===== src/hw/sapf_pkg.sv =====
package sapf_pkg;

  // ==========================================================================
  // Main control register
  localparam logic [7:0] MAIN_CONTROL_ADDR  = 8'h01;
  localparam logic [7:0] MAIN_CONTROL_RESET = 8'h41;
  localparam int         WLEN_LSB           = 0;
  localparam int         IN_FMT_LSB         = 2;
  localparam int         OUT_FMT_LSB        = 4;
  localparam int         RATIO_BIT          = 6;

  // ==========================================================================
  // Field encodings
  localparam logic [1:0] FMT_LEFT_JUST  = 2'h0;
  localparam logic [1:0] FMT_RIGHT_JUST = 2'h1;
  localparam logic [1:0] FMT_I2S        = 2'h2;
  localparam logic [1:0] WLEN_16        = 2'h0;
  localparam logic [1:0] WLEN_18        = 2'h1;
  localparam logic [1:0] WLEN_20        = 2'h2;
  localparam int         WORD_MAX       = 20;

  // ==========================================================================
  // Clock generation: master clock is 256 fs
  localparam int         MCLK_PER_FS    = 256;
  localparam int         BITS_PER_FS_64 = 64;
  localparam int         BITS_PER_FS_32 = 32;
  localparam logic [2:0] DIV_64         = 3'(MCLK_PER_FS / BITS_PER_FS_64 - 1);
  localparam logic [2:0] DIV_32         = 3'(MCLK_PER_FS / BITS_PER_FS_32 - 1);

  typedef enum logic [1:0] {
    SAPF_IDLE  = 2'b00,
    SAPF_SHIFT = 2'b01,
    SAPF_DONE  = 2'b11
  } sapf_rx_state_t;

endpackage


===== src/hw/sapf_rx_chan.sv =====
`timescale 1ns/10ps
// Deserialises one serial data input into a left and a right word.
module sapf_rx_chan (
  input  wire logic        ref_clk,
  input  wire logic        rst,
  input  wire logic        bit_rise,
  input  wire logic        ws_level,
  input  wire logic        ws_edge,
  input  wire logic        data_in,
  input  wire logic [1:0]  fmt,
  input  wire logic [4:0]  wlen,
  output logic      [19:0] left_word,
  output logic      [19:0] right_word,
  output logic             word_strobe
);

  logic        left_now;
  logic [5:0]  cnt_q, cnt_d;
  logic [5:0]  start_bit;
  logic [19:0] sh_q, sh_d;
  logic [19:0] lw_q, lw_d, rw_q, rw_d;
  logic        stb_q, stb_d;
  logic        was_left_q, was_left_d;
  logic [5:0]  last_cnt_q, last_cnt_d;

  // ==========================================================================
  // Channel polarity and alignment
  assign left_now  = (fmt == sapf_pkg::FMT_I2S) ? ~ws_level : ws_level;
  assign start_bit = (fmt == sapf_pkg::FMT_I2S) ? 6'd1 : 6'd0;

  always_comb begin
    cnt_d      = cnt_q;
    sh_d       = sh_q;
    lw_d       = lw_q;
    rw_d       = rw_q;
    stb_d      = 1'b0;
    was_left_d = was_left_q;
    last_cnt_d = last_cnt_q;
    if (bit_rise) begin
      if (ws_edge) begin
        // Phase ended: the previous word is complete in the shifter
        if (was_left_q) begin
          lw_d = sh_q;
        end else begin
          rw_d = sh_q;
        end
        stb_d      = ~was_left_q;
        last_cnt_d = cnt_q;
        was_left_d = left_now;
        cnt_d      = 6'd1;
        sh_d       = 20'h00000;
        if (fmt != sapf_pkg::FMT_I2S) begin
          sh_d = {19'h00000, data_in};
        end
      end else begin
        cnt_d = (cnt_q == 6'h3f) ? cnt_q : cnt_q + 6'd1;
        if (fmt == sapf_pkg::FMT_RIGHT_JUST) begin
          // Keep the last bits received: word ends at trailing edge
          sh_d = {sh_q[18:0], data_in};
        end else if (cnt_q >= start_bit && (cnt_q - start_bit) < {1'b0, wlen}) begin
          sh_d = {sh_q[18:0], data_in};
        end
      end
    end
  end

  always_ff @(posedge ref_clk or posedge rst) begin
    if (rst) begin
      cnt_q      <= 6'd0;
      sh_q       <= 20'h00000;
      lw_q       <= 20'h00000;
      rw_q       <= 20'h00000;
      stb_q      <= 1'b0;
      was_left_q <= 1'b0;
      last_cnt_q <= 6'd0;
    end else begin
      cnt_q      <= cnt_d;
      sh_q       <= sh_d;
      lw_q       <= lw_d;
      rw_q       <= rw_d;
      stb_q      <= stb_d;
      was_left_q <= was_left_d;
      last_cnt_q <= last_cnt_d;
    end
  end

  // Words are MSB-aligned at bit 19 whatever the length
  assign left_word   = (right_just_mask(lw_q, wlen)) << (6'd20 - {1'b0, wlen});
  assign right_word  = (right_just_mask(rw_q, wlen)) << (6'd20 - {1'b0, wlen});
  assign word_strobe = stb_q;

  function automatic logic [19:0] right_just_mask(input logic [19:0] w, input logic [4:0] n);
    right_just_mask = w & ((20'h00001 << n) - 20'h00001);
  endfunction

endmodule // sapf_rx_chan


===== src/hw/sapf_port.sv =====
`timescale 1ns/10ps
// Summary of operation
// - Input side is slave only; word-select and bit clock are inputs, never driven.
// - Word lengths 16, 18, 20 bits in I2S, left- and right-justified formats.
// - Both serial inputs are received using word-select and bit clock inputs.
// - Generated word-select and bit clocks come from master clock; output follows them.
// - Bit clock is 64 fs; 16-bit left-justified may use 32 fs when ratio bit clear.
// - Control bits 3-2 select input format: LJ, RJ or I2S.
// - Control bits 5-4 select output format independently.
// - Control register at subaddress 01h; bits 1-0 select word length.
// - In I2S, left while word-select low, right while high.
// - Input sampled on rising bit clock; output changes on falling bit clock.
// - In justified formats, left while word-select high, right while low.
// - Left-justified MSB comes with word-select edge, captured on next rising edge.
// - Right-justified word ends at trailing edge of its word-select phase.
// - Logic is sequenced by the master-clock derived system clock.
// - Either own generated clocks or an external master drive the clock inputs.
module sapf_port (
  input  wire logic        ref_clk,
  input  wire logic        rst,
  input  wire logic        word_select_clock,
  input  wire logic        bit_clock,
  input  wire logic        serial_in_a,
  input  wire logic        serial_in_b,
  output logic             serial_out,
  output logic             word_select_gen,
  output logic             bit_clock_gen,
  input  wire logic        reg_wr,
  input  wire logic [7:0]  reg_addr,
  input  wire logic [7:0]  reg_wdata,
  output logic      [7:0]  reg_rdata,
  output logic      [19:0] in_a_left,
  output logic      [19:0] in_a_right,
  output logic      [19:0] in_b_left,
  output logic      [19:0] in_b_right,
  output logic             in_valid,
  input  wire logic [19:0] out_left,
  input  wire logic [19:0] out_right,
  output logic             out_take,
  output logic             mode_valid
);

  // ==========================================================================
  // Main control register
  logic [7:0] ctrl_q, ctrl_d;
  logic [1:0] in_fmt, out_fmt, wsel;
  logic       ratio64;
  logic [4:0] wlen;

  always_comb begin
    ctrl_d = ctrl_q;
    if (reg_wr && reg_addr == sapf_pkg::MAIN_CONTROL_ADDR) begin
      ctrl_d = reg_wdata;
    end
  end

  always_ff @(posedge ref_clk or posedge rst) begin
    if (rst) begin
      ctrl_q <= sapf_pkg::MAIN_CONTROL_RESET;
    end else begin
      ctrl_q <= ctrl_d;
    end
  end

  assign reg_rdata = (reg_addr == sapf_pkg::MAIN_CONTROL_ADDR) ? ctrl_q : 8'h00;
  assign in_fmt    = ctrl_q[sapf_pkg::IN_FMT_LSB +: 2];
  assign out_fmt   = ctrl_q[sapf_pkg::OUT_FMT_LSB +: 2];
  assign wsel      = ctrl_q[sapf_pkg::WLEN_LSB +: 2];
  assign ratio64   = ctrl_q[sapf_pkg::RATIO_BIT];
  assign wlen      = word_bits(wsel);

  function automatic logic [4:0] word_bits(input logic [1:0] w);
    case (w)
      sapf_pkg::WLEN_16: word_bits = 5'd16;
      sapf_pkg::WLEN_18: word_bits = 5'd18;
      default:           word_bits = 5'd20;
    endcase
  endfunction

  // 32 fs is only legal for 16-bit left-justified on both sides; 11 encodings are invalid
  assign mode_valid = (wsel != 2'h3) && (in_fmt != 2'h3) && (out_fmt != 2'h3) &&
                      (ratio64 || (wsel == sapf_pkg::WLEN_16 && in_fmt == sapf_pkg::FMT_LEFT_JUST &&
                                   out_fmt == sapf_pkg::FMT_LEFT_JUST));

  // ==========================================================================
  // Clock generation from master clock (ref_clk is the master clock)
  logic [2:0] div_q, div_d;
  logic [5:0] bitn_q, bitn_d;
  logic       bclk_q, bclk_d, ws_q, ws_d;
  logic [5:0] bits_per_fs;

  assign bits_per_fs = ratio64 ? 6'(sapf_pkg::BITS_PER_FS_64 - 1) : 6'(sapf_pkg::BITS_PER_FS_32 - 1);

  always_comb begin
    div_d  = div_q + 3'd1;
    bitn_d = bitn_q;
    bclk_d = bclk_q;
    ws_d   = ws_q;
    // A ratio change can reach the fall count with the clock already low; skip it so no edge is lost
    if (div_q == (ratio64 ? sapf_pkg::DIV_64 : sapf_pkg::DIV_32) && bclk_q) begin
      div_d  = 3'd0;
      bclk_d = 1'b0;
      // Word select changes with the falling bit clock so partners see it stable at rise
      bitn_d = (bitn_q >= bits_per_fs) ? 6'd0 : bitn_q + 6'd1;
      ws_d   = (bitn_d > (bits_per_fs >> 1));
    end else if (div_q == ((ratio64 ? sapf_pkg::DIV_64 : sapf_pkg::DIV_32) >> 1)) begin
      bclk_d = 1'b1;
    end
  end

  always_ff @(posedge ref_clk or posedge rst) begin
    if (rst) begin
      div_q  <= 3'd0;
      bitn_q <= 6'd0;
      bclk_q <= 1'b0;
      ws_q   <= 1'b0;
    end else begin
      div_q  <= div_d;
      bitn_q <= bitn_d;
      bclk_q <= bclk_d;
      ws_q   <= ws_d;
    end
  end

  assign word_select_gen = ws_q;
  assign bit_clock_gen   = bclk_q;

  // ==========================================================================
  // Edge detection on the incoming clocks; inputs only, never driven
  logic bclk_in_q, ws_prev_q, ws_at_rise_q;
  logic ws_at_rise_d, ws_prev_d;
  logic bit_rise, bit_fall, ws_edge;

  assign bit_rise = bit_clock & ~bclk_in_q;
  assign bit_fall = ~bit_clock & bclk_in_q;
  assign ws_edge  = bit_rise && (word_select_clock != ws_prev_q);

  always_comb begin
    ws_prev_d    = ws_prev_q;
    ws_at_rise_d = ws_at_rise_q;
    if (bit_rise) begin
      ws_prev_d    = word_select_clock;
      ws_at_rise_d = word_select_clock;
    end
  end

  always_ff @(posedge ref_clk or posedge rst) begin
    if (rst) begin
      bclk_in_q    <= 1'b0;
      ws_prev_q    <= 1'b0;
      ws_at_rise_q <= 1'b0;
    end else begin
      bclk_in_q    <= bit_clock;
      ws_prev_q    <= ws_prev_d;
      ws_at_rise_q <= ws_at_rise_d;
    end
  end

  // ==========================================================================
  // Receivers for both inputs
  logic stb_a;

  sapf_rx_chan u_rx_a (
    .ref_clk     (ref_clk),
    .rst         (rst),
    .bit_rise    (bit_rise),
    .ws_level    (word_select_clock),
    .ws_edge     (ws_edge),
    .data_in     (serial_in_a),
    .fmt         (in_fmt),
    .wlen        (wlen),
    .left_word   (in_a_left),
    .right_word  (in_a_right),
    .word_strobe (stb_a)
  );

  sapf_rx_chan u_rx_b (
    .ref_clk     (ref_clk),
    .rst         (rst),
    .bit_rise    (bit_rise),
    .ws_level    (word_select_clock),
    .ws_edge     (ws_edge),
    .data_in     (serial_in_b),
    .fmt         (in_fmt),
    .wlen        (wlen),
    .left_word   (in_b_left),
    .right_word  (in_b_right),
    .word_strobe ()
  );

  assign in_valid = stb_a;

  // ==========================================================================
  // Transmitter, timed by the generated clocks
  logic [5:0]  half_len, tx_pos, first_bit;
  logic [19:0] tx_l_q, tx_l_d, tx_r_q, tx_r_d;
  logic        so_q, so_d, take_q, take_d, tx_left;
  logic [19:0] cur_word;
  logic [5:0]  idx;
  logic        gen_fall;

  assign gen_fall = (div_q == (ratio64 ? sapf_pkg::DIV_64 : sapf_pkg::DIV_32)) && bclk_q;
  assign half_len = (bits_per_fs >> 1) + 6'd1;
  // bitn_d is the bit period starting at this falling edge
  assign tx_pos   = (bitn_d > (bits_per_fs >> 1)) ? bitn_d - half_len : bitn_d;
  assign tx_left  = (out_fmt == sapf_pkg::FMT_I2S) ? ~ws_d : ws_d;

  always_comb begin
    case (out_fmt)
      sapf_pkg::FMT_I2S:        first_bit = 6'd1;
      sapf_pkg::FMT_RIGHT_JUST: first_bit = half_len - {1'b0, wlen};
      default:                  first_bit = 6'd0;
    endcase
  end

  always_comb begin
    tx_l_d   = tx_l_q;
    tx_r_d   = tx_r_q;
    so_d     = so_q;
    take_d   = 1'b0;
    cur_word = tx_left ? tx_l_q : tx_r_q;
    idx      = tx_pos - first_bit;
    if (gen_fall) begin
      if (bitn_d == 6'd0) begin
        // Latch a new sample pair at the start of each frame
        tx_l_d   = out_left;
        tx_r_d   = out_right;
        take_d   = 1'b1;
        cur_word = tx_left ? out_left : out_right;
      end
      so_d = 1'b0;
      if (tx_pos >= first_bit && idx < {1'b0, wlen}) begin
        so_d = cur_word[5'(6'd19 - idx)];
      end
    end
  end

  always_ff @(posedge ref_clk or posedge rst) begin
    if (rst) begin
      tx_l_q <= 20'h00000;
      tx_r_q <= 20'h00000;
      so_q   <= 1'b0;
      take_q <= 1'b0;
    end else begin
      tx_l_q <= tx_l_d;
      tx_r_q <= tx_r_d;
      so_q   <= so_d;
      take_q <= take_d;
    end
  end

  assign serial_out = so_q;
  assign out_take   = take_q;

endmodule // sapf_port


===== config.mk =====
export PLATFORM = sky130hd
export DESIGN_NAME = sapf_port
export DESIGN_NICKNAME = d
export VERILOG_FILES = /design/src/hw/sapf_pkg.sv /design/src/hw/sapf_rx_chan.sv /design/src/hw/sapf_port.sv
export SDC_FILE = /design/constraint.sdc
export NUM_CORES = 1
export LEC_CHECK = 0
export CAP_MARGIN = 20
export CORE_MARGIN = 10
export CORE_UTILIZATION = 45
export CTS_BUF_LIST = sky130_fd_sc_hd__clkbuf_2 sky130_fd_sc_hd__clkbuf_4 sky130_fd_sc_hd__clkbuf_8
export DETAILED_ROUTE_END_ITERATION = 10
export DONT_BUFFER_PORTS = 1
export HOLD_SLACK_MARGIN = 0.1
export PLACE_DENSITY = 0.58
export SLEW_MARGIN = 20
export SYNTH_ARGS = -nofsm -noshare
export SYNTH_HDL_FRONTEND = slang
export SYNTH_HIERARCHICAL = 1
export SYNTH_SLANG_ARGS = --single-unit
export TNS_END_PERCENT = 10

===== constraint.sdc =====
create_clock -name ref_clk -period 9.4 [get_ports ref_clk]
set_input_delay 0.47 -clock ref_clk [delete_from_list [all_inputs] [get_ports ref_clk]]
set_output_delay 0.47 -clock ref_clk [all_outputs]
set_load 0.01 [all_outputs]

After elaboration in Yosys (flattened, before gate mapping). Cells that the tools add are included.

Register bits after elaboration: 197. Output and inout port bits: 94. Logic and storage cells: 140.

$add $sub $neg: 13. Reductions and logical operators: 27. Bitwise gates (word level): 9. Shift operators: 5. $lt $le $gt $ge: 10. Eq/ne operators: 17. Multiplexer cells: 38.

Operators with widths (number): two-way mux 20 bit (10); AND 20 bit (4); << shifter 20 x 6 -> 20 bit (4); two-way mux 6 bit (8); << shifter 1 x 5 -> 20 bit, first input constant (1); subtractor 20 x 1 -> 20 bit, second input constant (1); adder 6 x 1 -> 6 bit, second input constant (3); >= comparator 6 bit (3); < comparator 6 x 5 -> 1 bit (3); subtractor 6 bit (3); two-way mux 1 bit (14); == test 6 bit, second input constant (2); greater-than comparator 6 x 5 -> 1 bit (2); case mux 6 bit (2 select lines) (1); AND reduction 2 bit (6); logical AND 1 bit (11); != test 2 bit, second input constant (5); == test 8 x 1 -> 1 bit, second input constant (1); two-way mux 8 bit (1); adder 5 x 1 -> 6 bit, second input constant (1); == test 2 x 1 -> 1 bit, second input constant (3); >= comparator 6 x 1 -> 1 bit (1); logical NOT 2 bit (3); logical NOT 6 bit (1); 20 further kinds (27).

Longest topological paths before layout. Gate-level depths: netlist (run 1).

Depth in word-level cells: 13. Mapped depth: 22. Mapped depth without buffers: 20.

Hierarchy. Netlist (run 1), hierarchy kept.

Modules (own cells, without submodules): sapf_rx_chan (u_rx_a) (seq. area each 1701.6 sq um, cells an instance 797, instances 1, area each 6323.6 sq um); sapf_rx_chan (u_rx_b) (seq. area each 1701.6 sq um, cells an instance 756, instances 1, area each 6258.5 sq um); sapf_port (seq. area each 1579.0 sq um, cells an instance 412, instances 1, area each 4296.6 sq um).

Worst setup path after synthesis (run 1). No wires, ideal clock.

Path type: register -> register. From: register bitn_q[1]. To: register so_q (netlist: serial_out). Stages on the path, launching flop included: 18. Arrival: 3.777 ns. Setup time: 0.094 ns. Required time: 9.306 ns. Path buffers: 2. Path slack: 5.529 ns. Cell sequence: dfrtp_1 -> ha_1 -> buf_4 -> and3_1 -> buf_6 -> a311o_1 -> o21a_1 -> ha_1 -> fa_1 -> xnor2_1 -> ha_1 -> a21oi_1 -> a21bo_2 -> o211ai_1 -> or4_1 -> a21oi_1 -> a211oi_1 -> a221oi_2.

Longest elaborated chain between the ends: 12.

RTL lines: start: declaration (line sapf_port.sv:88) `logic [5:0] bitn_q, bitn_d;`; start signal: assignment (line sapf_port.sv:119) `bitn_q <= bitn_d;`; branches (longest 11 deep; another with adder 6 x 1 -> 6 bit); two-way mux 1 bit * (line sapf_port.sv:232) `if (tx_pos >= first_bit && idx < {1'b0, wlen}) begin`; end signal: assignment (line sapf_port.sv:242) `so_q <= 1'b0;`; end signal: assignment (line sapf_port.sv:247) `so_q <= so_d;`; end: declaration (line sapf_port.sv:197) `logic so_q, so_d, take_q, take_d, tx_left;`.

Mark *: on every way between the ends. The select of a mux whose other input is x is not followed. A chain may end at the register's enable or synchronous reset.

Worst setup path after layout (run 1).
From: register ctrl_q[0]. To: output port in_b_left[16].

Longest elaborated chain between the ends: 6.

RTL lines: start: declaration (line sapf_port.sv:45) `logic [7:0] ctrl_q, ctrl_d;`; start signal: assignment (line sapf_port.sv:59) `ctrl_q <= sapf_pkg::MAIN_CONTROL_RESET;`; start signal: assignment (line sapf_port.sv:61) `ctrl_q <= ctrl_d;`; == test 2 x 1 -> 1 bit or logical NOT 2 bit (tied branches) (line sapf_port.sv:73) `case (w)`; case mux 3 bit (2 select lines) * (line sapf_port.sv:73); via wlen[1] (line sapf_port.sv:48) `logic [4:0] wlen;`; << shifter 1 x 5 -> 20 bit (line sapf_rx_chan.sv:93) `right_just_mask = w & ((20'h00001 << n) - 20'h00001);`; subtractor 20 x 1 -> 20 bit (line sapf_rx_chan.sv:93); AND 20 bit (line sapf_rx_chan.sv:93); << shifter 20 x 6 -> 20 bit * (line sapf_rx_chan.sv:88) `assign left_word = (right_just_mask(lw_q, wlen)) << (6'd20 - {1'b0, wlen});`; end: declaration (line sapf_port.sv:34) `output logic [19:0] in_b_left,`.

Mark *: on every way through the listed nets, which the timed path passes. The rest lies on a longest branch.

==> results.tsv, run 1 <==
stage	metric	value	unit
status	status	finished clean	
setup_path	startpoint_type	register	
setup_path	required	8930	ps
final_layout	most-common-layout-cells	251 x nand2_1, 195 x dfrtp_1, 134 x nor2_1, 123 x mux2_2, 80 x o21ai_0	
job	max-cap-violations	0	
floorplan	rows	70	
power_and_ir_drop	seqPwrFrac	39.5	%
power_and_ir_drop	power_frac_clock	19.3	%
power_and_ir_drop	power.leakage	7.52	nW
synthesis	ys_warn_count	6	
final_layout	fillers	3581	
clock_tree	cts_resized	0	
timing	post-route-min-period	5950	ps
setup_path	reg2reg_depth	17	
clock_tree	clk_latency	480	ps
global_route	grt_max_degree	69	
clock_tree	cts_buffer_depth	2	
floorplan	dieWidth	214	um
power_and_ir_drop	p_sw	1.28	mW
timing	fmaxAchievable	168	MHz
floorplan	core-area	36800	sq um
power_and_ir_drop	p_sw_share	40.2	%
timing	worst_slack	3450	ps
setup_path	worstSetupPathType	register to primary output	
global_route	grt_usage	23.6	%
timing	final.setup.tns	0	ps
timing	slew_viol_final	0	
synthesis	synth_cells	1964	
floorplan	start_util	45.8	%
clock_tree	clk_pin_slew_worst_paths	110	ps
clock_tree	cts_made_buffers	17	
drt	vias	15600	
timing	fin_crit_sh	63.3	%
setup_path	cp_common_cell	ha_1	
timing	setup_violations	0	
drt	wl_per_cell	23.0	um
power_and_ir_drop	p_per_area	179	nW/um^2
setup_path	r2r_end	serial_out$_DFFE_PP0N_	
global_route	grt_pass1_wl	85500	um
clock_tree	htree_levels	4	
power_and_ir_drop	p_total	3.20	mW
placement	dp.final_hpwl	40800	um
power_and_ir_drop	power_frac_comb	41.2	%
floorplan	die_y	214	um
drt	drc	0	
worst_hold_path	hp-class	input port to asynchronous set/reset pin	
synthesis	syn_area_per_cell	8.58	sq um
power_and_ir_drop	internal_power	1.91	mW
placement	gp_congestion	0.947	
drt	antenna_left	0	
placement	pre_cts_slack	4070	ps
drt	drtPass1Iterations	5	
timing	rsz0062_at_grt	false	
drt	viasPerCell	6.50	
timing	hold_violations	0	
timing	tightest_slew	1040	ps
setup_path	slowest_delay	840	ps
clock_tree	cts_sinks	198	
synthesis	synth_area	16900	sq um
clock_tree	root_buffer	clkbuf_8	
power_and_ir_drop	peakVddDrop	124	uV
setup_path	cp-startpoint	ctrl_q[0]$_DFFE_PP1P_	
drt	wl	55000	um
floorplan	ios	157	
setup_path	rr_startpoint	ctrl_q[6]$_DFFE_PP1P_	
final_layout	layout_commonest_cell	nand2_1	
clock_tree	cts_tree	yes	
floorplan	die_area	45600	sq um
final_layout	area.growth.synth_to_final	6.07	%
global_route	antenna_found_initial	2	
final_layout	nets	2025	
setup_path	critPathSlowestCell	nor2_1	
drt	dr.first_iter.drc_count	1500	
setup_path	crit_fanout	49	
setup_path	crit_chain	nor2b_1, inv_1, ha_1, ha_1, buf_4, clkinv_1, nor2_1, nand2_1, a211oi_1, o21ai_0, o22ai_1	
global_route	grt_pass1_vias	14600	
setup_path	cp_data_arrival_time	5480	ps
final_layout	layout-drive-gt1-share	14.3	%
timing	timing.slew.headroom	30.2	%
global_route	overflow	0	
final_layout	antennaDiodeCount	0	
placement	portBuffers	0	
setup_path	crit_path_end_kind	primary output	
setup_path	cp-endpoint	in_b_left[16]	
timing	final.setup_skew	14.7	ps
setup_path	r2r_slack	4720	ps
stage by stage:
| stage | std cells | utilization, % | instance area [sq um] | hold slack, ps |
|---|---|---|---|---|
| floorplan | 1982 | - | 16900 | 433 |
| global placement | 2322 | 46.2 | 17000 | 457 |
| detailed placement | 2322 | 46.2 | 17000 | 463 |
| CTS | 2386 | 48.3 | 17800 | 100 |
| global route | 2395 | 48.6 | 17900 | 102 |
| finish | 2395 | 48.6 | 17900 | 91.3 |
layer usage:
layer  vias to the layer above  share of wire [%]  GRT usage [%]
met4                         4                2.3           6.28
li1                       7175                  -              -
met2                       655                 43           35.1
met3                        80                9.0           5.42
met5                         -              0.036              0
met1                      7654                 46           33.8
critical path: cells and delay by family, from the launching register on:
family / cells / cell delay [ps]
AOI/OAI and AO/OA: 3 / 750
and+or+nand+nor: 3 / 1650
adders and majority gates: 2 / 570
DFF: 1 / 570
buffers and inverters: 3 / 1410
registers in the layout (all words and copies together), names as in the netlist, 3 cells and up:
register      cells
bitn_q            6
ctrl_q            8
div_q             3
tx_l_q           20
tx_r_q           20
u_rx_a/cnt_q      6
u_rx_a/lw_q      20
u_rx_a/rw_q      20
u_rx_a/sh_q      20
u_rx_b/cnt_q      6
u_rx_b/lw_q      20
u_rx_b/rw_q      20
u_rx_b/sh_q      20
power by group through the flow:
stage	clock network (mW)	registers, mW	logic, mW
floorplan	0	1.17	1.05
finish	0.618	1.26	1.32
global route	0.676	1.30	1.45
detailed placement	0	1.28	1.26
CTS	0.639	1.26	1.28
global placement	0	1.27	1.25
final cells by class:
cell class                      count  area (sq um)  share of cell area (%)
Clock inverter                     14           215                    1.20
Sequential cell                   198          4960                    27.7
Timing Repair Buffer               61           572                    3.20
Inverter                           60           225                    1.26
Clock buffer                       18           241                    1.35
Tap cell                          468           586                    3.28
Multi-Input combinational cell   1576         11100                    62.0
worst min path at each step:
| stage | to | slack (ps) |
|---|---|---|
| 2_1_floorplan | div_q[0]$_DFF_PP0_ | 430 |
| 3_3_place_gp | div_q[0]$_DFF_PP0_ | 460 |
| 3_5_place_dp | div_q[0]$_DFF_PP0_ | 460 |
| 4_1_cts | ctrl_q[1]$_DFFE_PP0P_ | 100 |
| 5_1_grt | tx_r_q[8]$_DFFE_PP0P_ | 100 |
| 6_report | tx_l_q[14]$_DFFE_PP0P_ | 90 |
repair_timing:
action / 4_1_cts / 5_1_grt
hold buffers: 32 / 7
hold endpoints to repair: 32 / 7
buffers inserted: 0 / 0
Power figures use the tool's default switching activity.
==> inputs of run 2 (changes only) <==
Settings changed: PLACE_DENSITY 0.58 to 0.6.
Clock period 9.4 ns to 4.9 ns, I/O delays scaled along.
==> run 2 against run 1 <==
Via count fell by 0.17%; register-to-register slack worse by 4300 ps; final area increased by 2.0%; core utilization is 0.97 points higher; wire length grew 0.52%; largest power group unchanged; combinational power increased by 95%; non-clock buffer count is 54 higher.
==> results.tsv, run 2 (synthesized netlist as in run 1, its figures left out) <==
stage	metric	value	unit	change
floorplan	core-area	36800	sq um	unchanged
power_and_ir_drop	power_frac_clock	17.7	%	-1.6 points
setup_path	startpoint_type	register		
drt	drtPass1Iterations	6		+1
power_and_ir_drop	power_frac_comb	42.4	%	+1.2 points
timing	post-route-min-period	4480	ps	
floorplan	rows	70		unchanged
clock_tree	clk_latency	490	ps	about the same
global_route	grt_pass1_vias	14900		+2.2%
clock_tree	cts_buffer_depth	2		unchanged
global_route	grt_pass1_wl	87200	um	+2.1%
drt	wl_met1	25400	um	+1.3%
drt	antenna_left	0		unchanged
setup_path	crit_path_end_kind	register		
timing	setup_violations	0		unchanged
final_layout	seq_area	4960	sq um	unchanged
power_and_ir_drop	seqPwrFrac	39.9	%	+0.4 points
floorplan	dieWidth	214	um	unchanged
drt	wl_met3	4450	um	-10%
drt	wl_met2	24500	um	+3.8%
timing	final.setup_skew	20.4	ps	+5.71 ps
final_layout	nets	2079		+2.7%
clock_tree	cts_tree	yes		
clock_tree	cts_made_buffers	17		unchanged
setup_path	r2r_slack	420	ps	-4300 ps
timing	fin_hold_ws	117	ps	+25.5 ps
final_layout	most-common-layout-cells	251 x nand2_1, 195 x dfrtp_1, 134 x nor2_1, 123 x mux2_2, 80 x o21ai_0		
placement	portBuffers	0		unchanged
placement	dp.final_hpwl	41300	um	+1.2%
global_route	grt_max_degree	69		unchanged
setup_path	crit_fanout	25		-49%
power_and_ir_drop	internal_power	3.60	mW	+88%
timing	fmaxAchievable	223	MHz	
power_and_ir_drop	power.leakage	7.76	nW	+3.1%
drt	dr.first_iter.drc_count	1592		+6.1%
drt	vias	15500		-0.17%
timing	slew_viol_final	0		unchanged
timing	hold_violations	0		unchanged
global_route	grt_usage	24.0	%	+0.34 points
power_and_ir_drop	peakVddDrop	217	uV	+75%
placement	pre_cts_slack	431	ps	-3640 ps
final_layout	layout_commonest_cell	nand2_1		
clock_tree	htree_levels	4		unchanged
clock_tree	cts_sinks	198		unchanged
drt	wl_per_cell	22.6	um	-1.7%
timing	tightest_slew	1070	ps	+29.2 ps
final_layout	final_area	18200	sq um	+2.0%
placement	dpl_cell_area	17300	sq um	+1.9%
timing	timing.slew.headroom	28.5	%	-1.7 points
power_and_ir_drop	p_sw_share	40.8	%	+0.58 points
final_layout	area.growth.synth_to_final	8.19	%	
setup_path	worstSetupPathType	register to register		
setup_path	required	5310	ps	-3620 ps
drt	wl	55300	um	+0.52%
timing	rsz0062_at_grt	false		
job	max-cap-violations	0		unchanged
status	status	finished clean		
final_layout	final_util	49.6	%	+0.97 points
floorplan	die_y	214	um	unchanged
floorplan	die_area	45600	sq um	unchanged
timing	worst_slack	415	ps	-3030 ps
floorplan	start_util	45.8	%	unchanged
worst_hold_path	hp-class	input port to register		
timing	fin_crit_sh	91.5	%	
final_layout	layout-drive-gt1-share	16.0	%	+1.6 points
final_layout	multiInputGateArea	11100	sq um	about the same
clock_tree	postCtsSetupBuffers	0		unchanged
drt	viasPerCell	6.34		-2.4%
drt	drc	0		unchanged
drt	highest_layer	met5		
clock_tree	clk_pin_slew_worst_paths	110	ps	about the same
setup_path	cp_data_arrival_time	4890	ps	-590 ps
global_route	antenna_found_initial	3		+1
power_and_ir_drop	p_per_area	333	nW/um^2	+86%
timing	final.setup.tns	0	ps	unchanged
clock_tree	root_buffer	clkbuf_8		
power_and_ir_drop	p_sw	2.48	mW	+93%
global_route	overflow	0		unchanged
final_layout	fillers	3554		-0.75%
placement	gp_congestion	0.942		-0.52%
floorplan	ios	157		unchanged
## run 2: worst max-delay path, stage by stage, from the launching register on
cell      delay [ps]
dfrtp_1          500
ha_1             350
and3_1           380
xnor2_1          160
nor2_1            60
ha_1             280
nand2_1           70
o31a_1           250
a2111o_1         380
a32o_2           290
nand2_4          340
mux2i_1          140
mux4_2           490
or3_1            320
and4_4           200
a221oi_2         210
## run 2: path summary, 6_finish.rpt
path,to,startpoint,depth (start not counted)
min in group asynchronous,tx_r_q[12]$_DFFE_PP0P_,rst,2
worst max register to register,serial_out$_DFFE_PP0N_,bitn_q[0]$_DFF_PP0_,15
worst max-delay path,serial_out$_DFFE_PP0N_,bitn_q[0]$_DFF_PP0_,15
worst min-delay path,u_rx_a/sh_q[0]$_DFFE_PP0P_,serial_in_a,2
worst min register to register,div_q[0]$_DFF_PP0_,div_q[0]$_DFF_PP0_,1
max in group asynchronous,tx_r_q[2]$_DFFE_PP0P_,rst,3
## run 2: metal layers
metal	global-route usage (%)	vias up
met5	0	-
met4	5.84	2
met3	5.05	64
met2	36.3	613
met1	34.2	7557
li1	-	7306
## run 2: cell type report
type                    count  area share, %
diodes                      2         0.0274
clock buffers              17           1.28
clock inverters            14          0.885
inverters                  60           1.24
multi-input cells        1576           60.7
flip-flops and latches    198           27.2
well taps                 468           3.21
repair buffers            115           5.45
## run 2: repair_timing
item	in CTS	in global routing
resized for setup	0	0
hold buffers	52	0
hold endpoints to repair	215	0
## run 2: power groups by stage
stage / sequential [mW] / combinational (mW) / clock [mW]
final: 2.42 / 2.57 / 1.07
after global routing: 2.48 / 2.82 / 1.18
after CTS: 2.41 / 2.50 / 1.11
after detailed placement: 2.45 / 2.45 / 0
after global placement: 2.43 / 2.42 / 0
after floorplan: 2.25 / 2.02 / 0
## run 2: per-stage QoR
stage,instances,power [mW]
2_1_floorplan,1982,4.27
3_3_place_gp,2365,4.85
3_5_place_dp,2365,4.90
4_1_cts,2448,6.02
5_1_grt,2450,6.47
6_report,2450,6.07
==> inputs of run 3 (changes only) <==
==> constraint.sdc (replaced) <==
create_clock -name ref_clk -period 4.9 [get_ports ref_clk]
set_input_delay 0.735 -clock ref_clk [delete_from_list [all_inputs] [get_ports ref_clk]]
set_output_delay 0.735 -clock ref_clk [all_outputs]
set_load 0.01 [all_outputs]
==> run 3 against run 2 <==
Setup slack lost 170 ps; critical path depth shrank 4; sequential cell count is the same; power grew 1.1%; clock-buffer cell count grew 1; final area shrank 2.3%; highest routed layer unchanged; register-to-register slack is essentially flat; clock skew shrank 1.7 ps; final cell count shrank 1.9%; global-route usage shrank 0.14 points; first-iteration DRC count shrank 2.3%; combinational power is essentially flat.
==> results.tsv, run 3 (synthesized netlist as in run 1, its figures left out) <==
stage	metric	value	unit	change
setup_path	slowest_delay	650	ps	+150 ps
clock_tree	htree_levels	4		unchanged
timing	setup_violations	0		unchanged
final_layout	area.growth.synth_to_final	5.69	%	
clock_tree	cts_buffer_depth	2		unchanged
power_and_ir_drop	power.leakage	7.60	nW	-2.0%
power_and_ir_drop	p_per_area	345	nW/um^2	+3.5%
floorplan	dieWidth	214	um	unchanged
clock_tree	cts_sinks	198		unchanged
timing	fin_crit_sh	95.1	%	+3.6 points
setup_path	r2r_slack	430	ps	about the same
setup_path	cp_top_family	compound AO/OA/AOI/OAI gates		
drt	wl_per_cell	22.9	um	+1.7%
placement	gp_congestion	0.953		+1.1%
floorplan	die_area	45600	sq um	unchanged
floorplan	die_y	214	um	unchanged
timing	fmaxAchievable	215	MHz	-3.8%
global_route	grt_pass1_wl	86000	um	-1.4%
global_route	antenna_found_initial	3		unchanged
floorplan	start_util	45.8	%	unchanged
placement	dpl_cell_area	17400	sq um	+0.30%
setup_path	path_buf_inv	4		+4
setup_path	startpoint_type	register		
clock_tree	cts_made_buffers	17		unchanged
setup_path	crit_path_end_kind	primary output		
final_layout	nets	2034		-2.2%
setup_path	cp_data_arrival_time	3920	ps	-970 ps
floorplan	rows	70		unchanged
global_route	grt_usage	23.8	%	-0.14 points
floorplan	core-area	36800	sq um	unchanged
final_layout	layout-drive-gt1-share	16.6	%	+0.69 points
clock_tree	clk_pin_slew_worst_paths	100	ps	about the same
timing	timing.slew.headroom	30.3	%	+1.8 points
timing	post-route-min-period	4660	ps	+175 ps
clock_tree	cts_resized	0		unchanged
setup_path	cp_common_cell	buf_4		
placement	dp.cells	2372		+0.30%
status	status	finished clean		
drt	vias	15600		+0.077%
placement	pre_cts_slack	465	ps	+34.2 ps
drt	viasPerCell	6.47		+2.0%
drt	drc	0		unchanged
power_and_ir_drop	p_total	6.14	mW	+1.1%
final_layout	most-common-layout-cells	251 x nand2_1, 195 x dfrtp_1, 134 x nor2_1, 123 x mux2_2, 80 x o21ai_0		
drt	antenna_left	0		unchanged
timing	slew_viol_final	0		unchanged
placement	dp.final_hpwl	41900	um	+1.7%
timing	final.setup.tns	0	ps	unchanged
clock_tree	cts_tree	yes		
global_route	overflow	0		unchanged
final_layout	layout_commonest_cell	nand2_1		
clock_tree	postCtsSetupBuffers	0		unchanged
final_layout	fin_cells	2403		-1.9%
setup_path	critPathSlowestCell	o32ai_1		
timing	hold_violations	0		unchanged
timing	rsz0062_at_grt	false		
placement	portBuffers	0		unchanged
setup_path	crit_chain	nor2b_1, buf_4, inv_1, ha_1, clkinv_1, buf_4, o211a_1, o32ai_1, o21ai_0, a221oi_1, a31oi_1		
clock_tree	ctsHoldBuffers	0		-100%
drt	wl	55100	um	-0.28%
job	max-cap-violations	0		unchanged
setup_path	worstSetupPathType	register to primary output		
timing	final.setup_skew	18.7	ps	-1.74 ps
drt	dr.first_iter.drc_count	1556		-2.3%
timing	worst_slack	241	ps	-175 ps
setup_path	crit_fanout	28		+12%
global_route	grt_pass1_vias	14600		-1.9%
floorplan	ios	157		unchanged
worst_hold_path	hp-class	input port to asynchronous set/reset pin		
global_route	grt_max_degree	69		unchanged
drt	drtPass1Iterations	6		unchanged
setup_path	required	4160	ps	-1150 ps
clock_tree	root_buffer	clkbuf_8		
final_layout	final_area	17800	sq um	-2.3%
clock_tree	clk_latency	480	ps	about the same
power_and_ir_drop	peakVddDrop	232	uV	+7.1%
timing	tightest_slew	1040	ps	-29.8 ps
-- run 3: cell types whose count changed in the layout (fill, tap and decap cells not counted), sizes merged --
cell / previous run / this run
diode: 2 / 1
clkbuf: 17 / 18
buf: 63 / 70
bufinv: 2 / 5
dlygate4sd3: 52 / 0
inv: 60 / 55
-- run 3: stage by stage --
stage / util, % / hold WS, ps
2_1_floorplan: - / 433
3_3_place_gp: 47.2 / 463
3_5_place_dp: 47.2 / 451
4_1_cts: 48.4 / 121
5_1_grt: 48.4 / 136
6_report: 48.4 / 137
-- run 3: final cells by class --
type | instances | area, sq um
diodes | 1 | 2.50
clock buffers | 18 | 241
clock inverters | 12 | 201
fillers | 3610 | 19000
inverters | 60 | 225
multi-input cells | 1576 | 11100
flip-flops and latches | 198 | 4960
well taps | 468 | 586
repair buffers | 70 | 526
-- run 3: worst paths after layout --
path | startpoint | endpoint | cells after the start
worst max-delay path | ctrl_q[0]$_DFFE_PP1P_ | in_a_right[19] | 11
worst min-delay path | rst | u_rx_b/lw_q[16]$_DFFE_PP0P_ | 1
worst max register to register | bitn_q[0]$_DFF_PP0_ | serial_out$_DFFE_PP0N_ | 15
worst min register to register | div_q[0]$_DFF_PP0_ | div_q[0]$_DFF_PP0_ | 1
max in group asynchronous | rst | u_rx_b/rw_q[1]$_DFFE_PP0P_ | 2
min in group ref_clk | bit_clock | bclk_in_q$_DFF_PP0_ | 0
-- run 3: where the power goes --
group	switching, mW	internal [mW]	total [mW]
registers	0.401	2.02	2.42
logic	1.46	1.08	2.54
clock network	0.567	0.610	1.18
-- run 3: metal layers --
| layer | track usage (%) | share of wire, % |
|---|---|---|
| met1 | 33.3 | 45 |
| met2 | 36.3 | 44 |
| met3 | 5.81 | 9.4 |
| met4 | 5.77 | 1.7 |
| met5 | 0 | 0.031 |
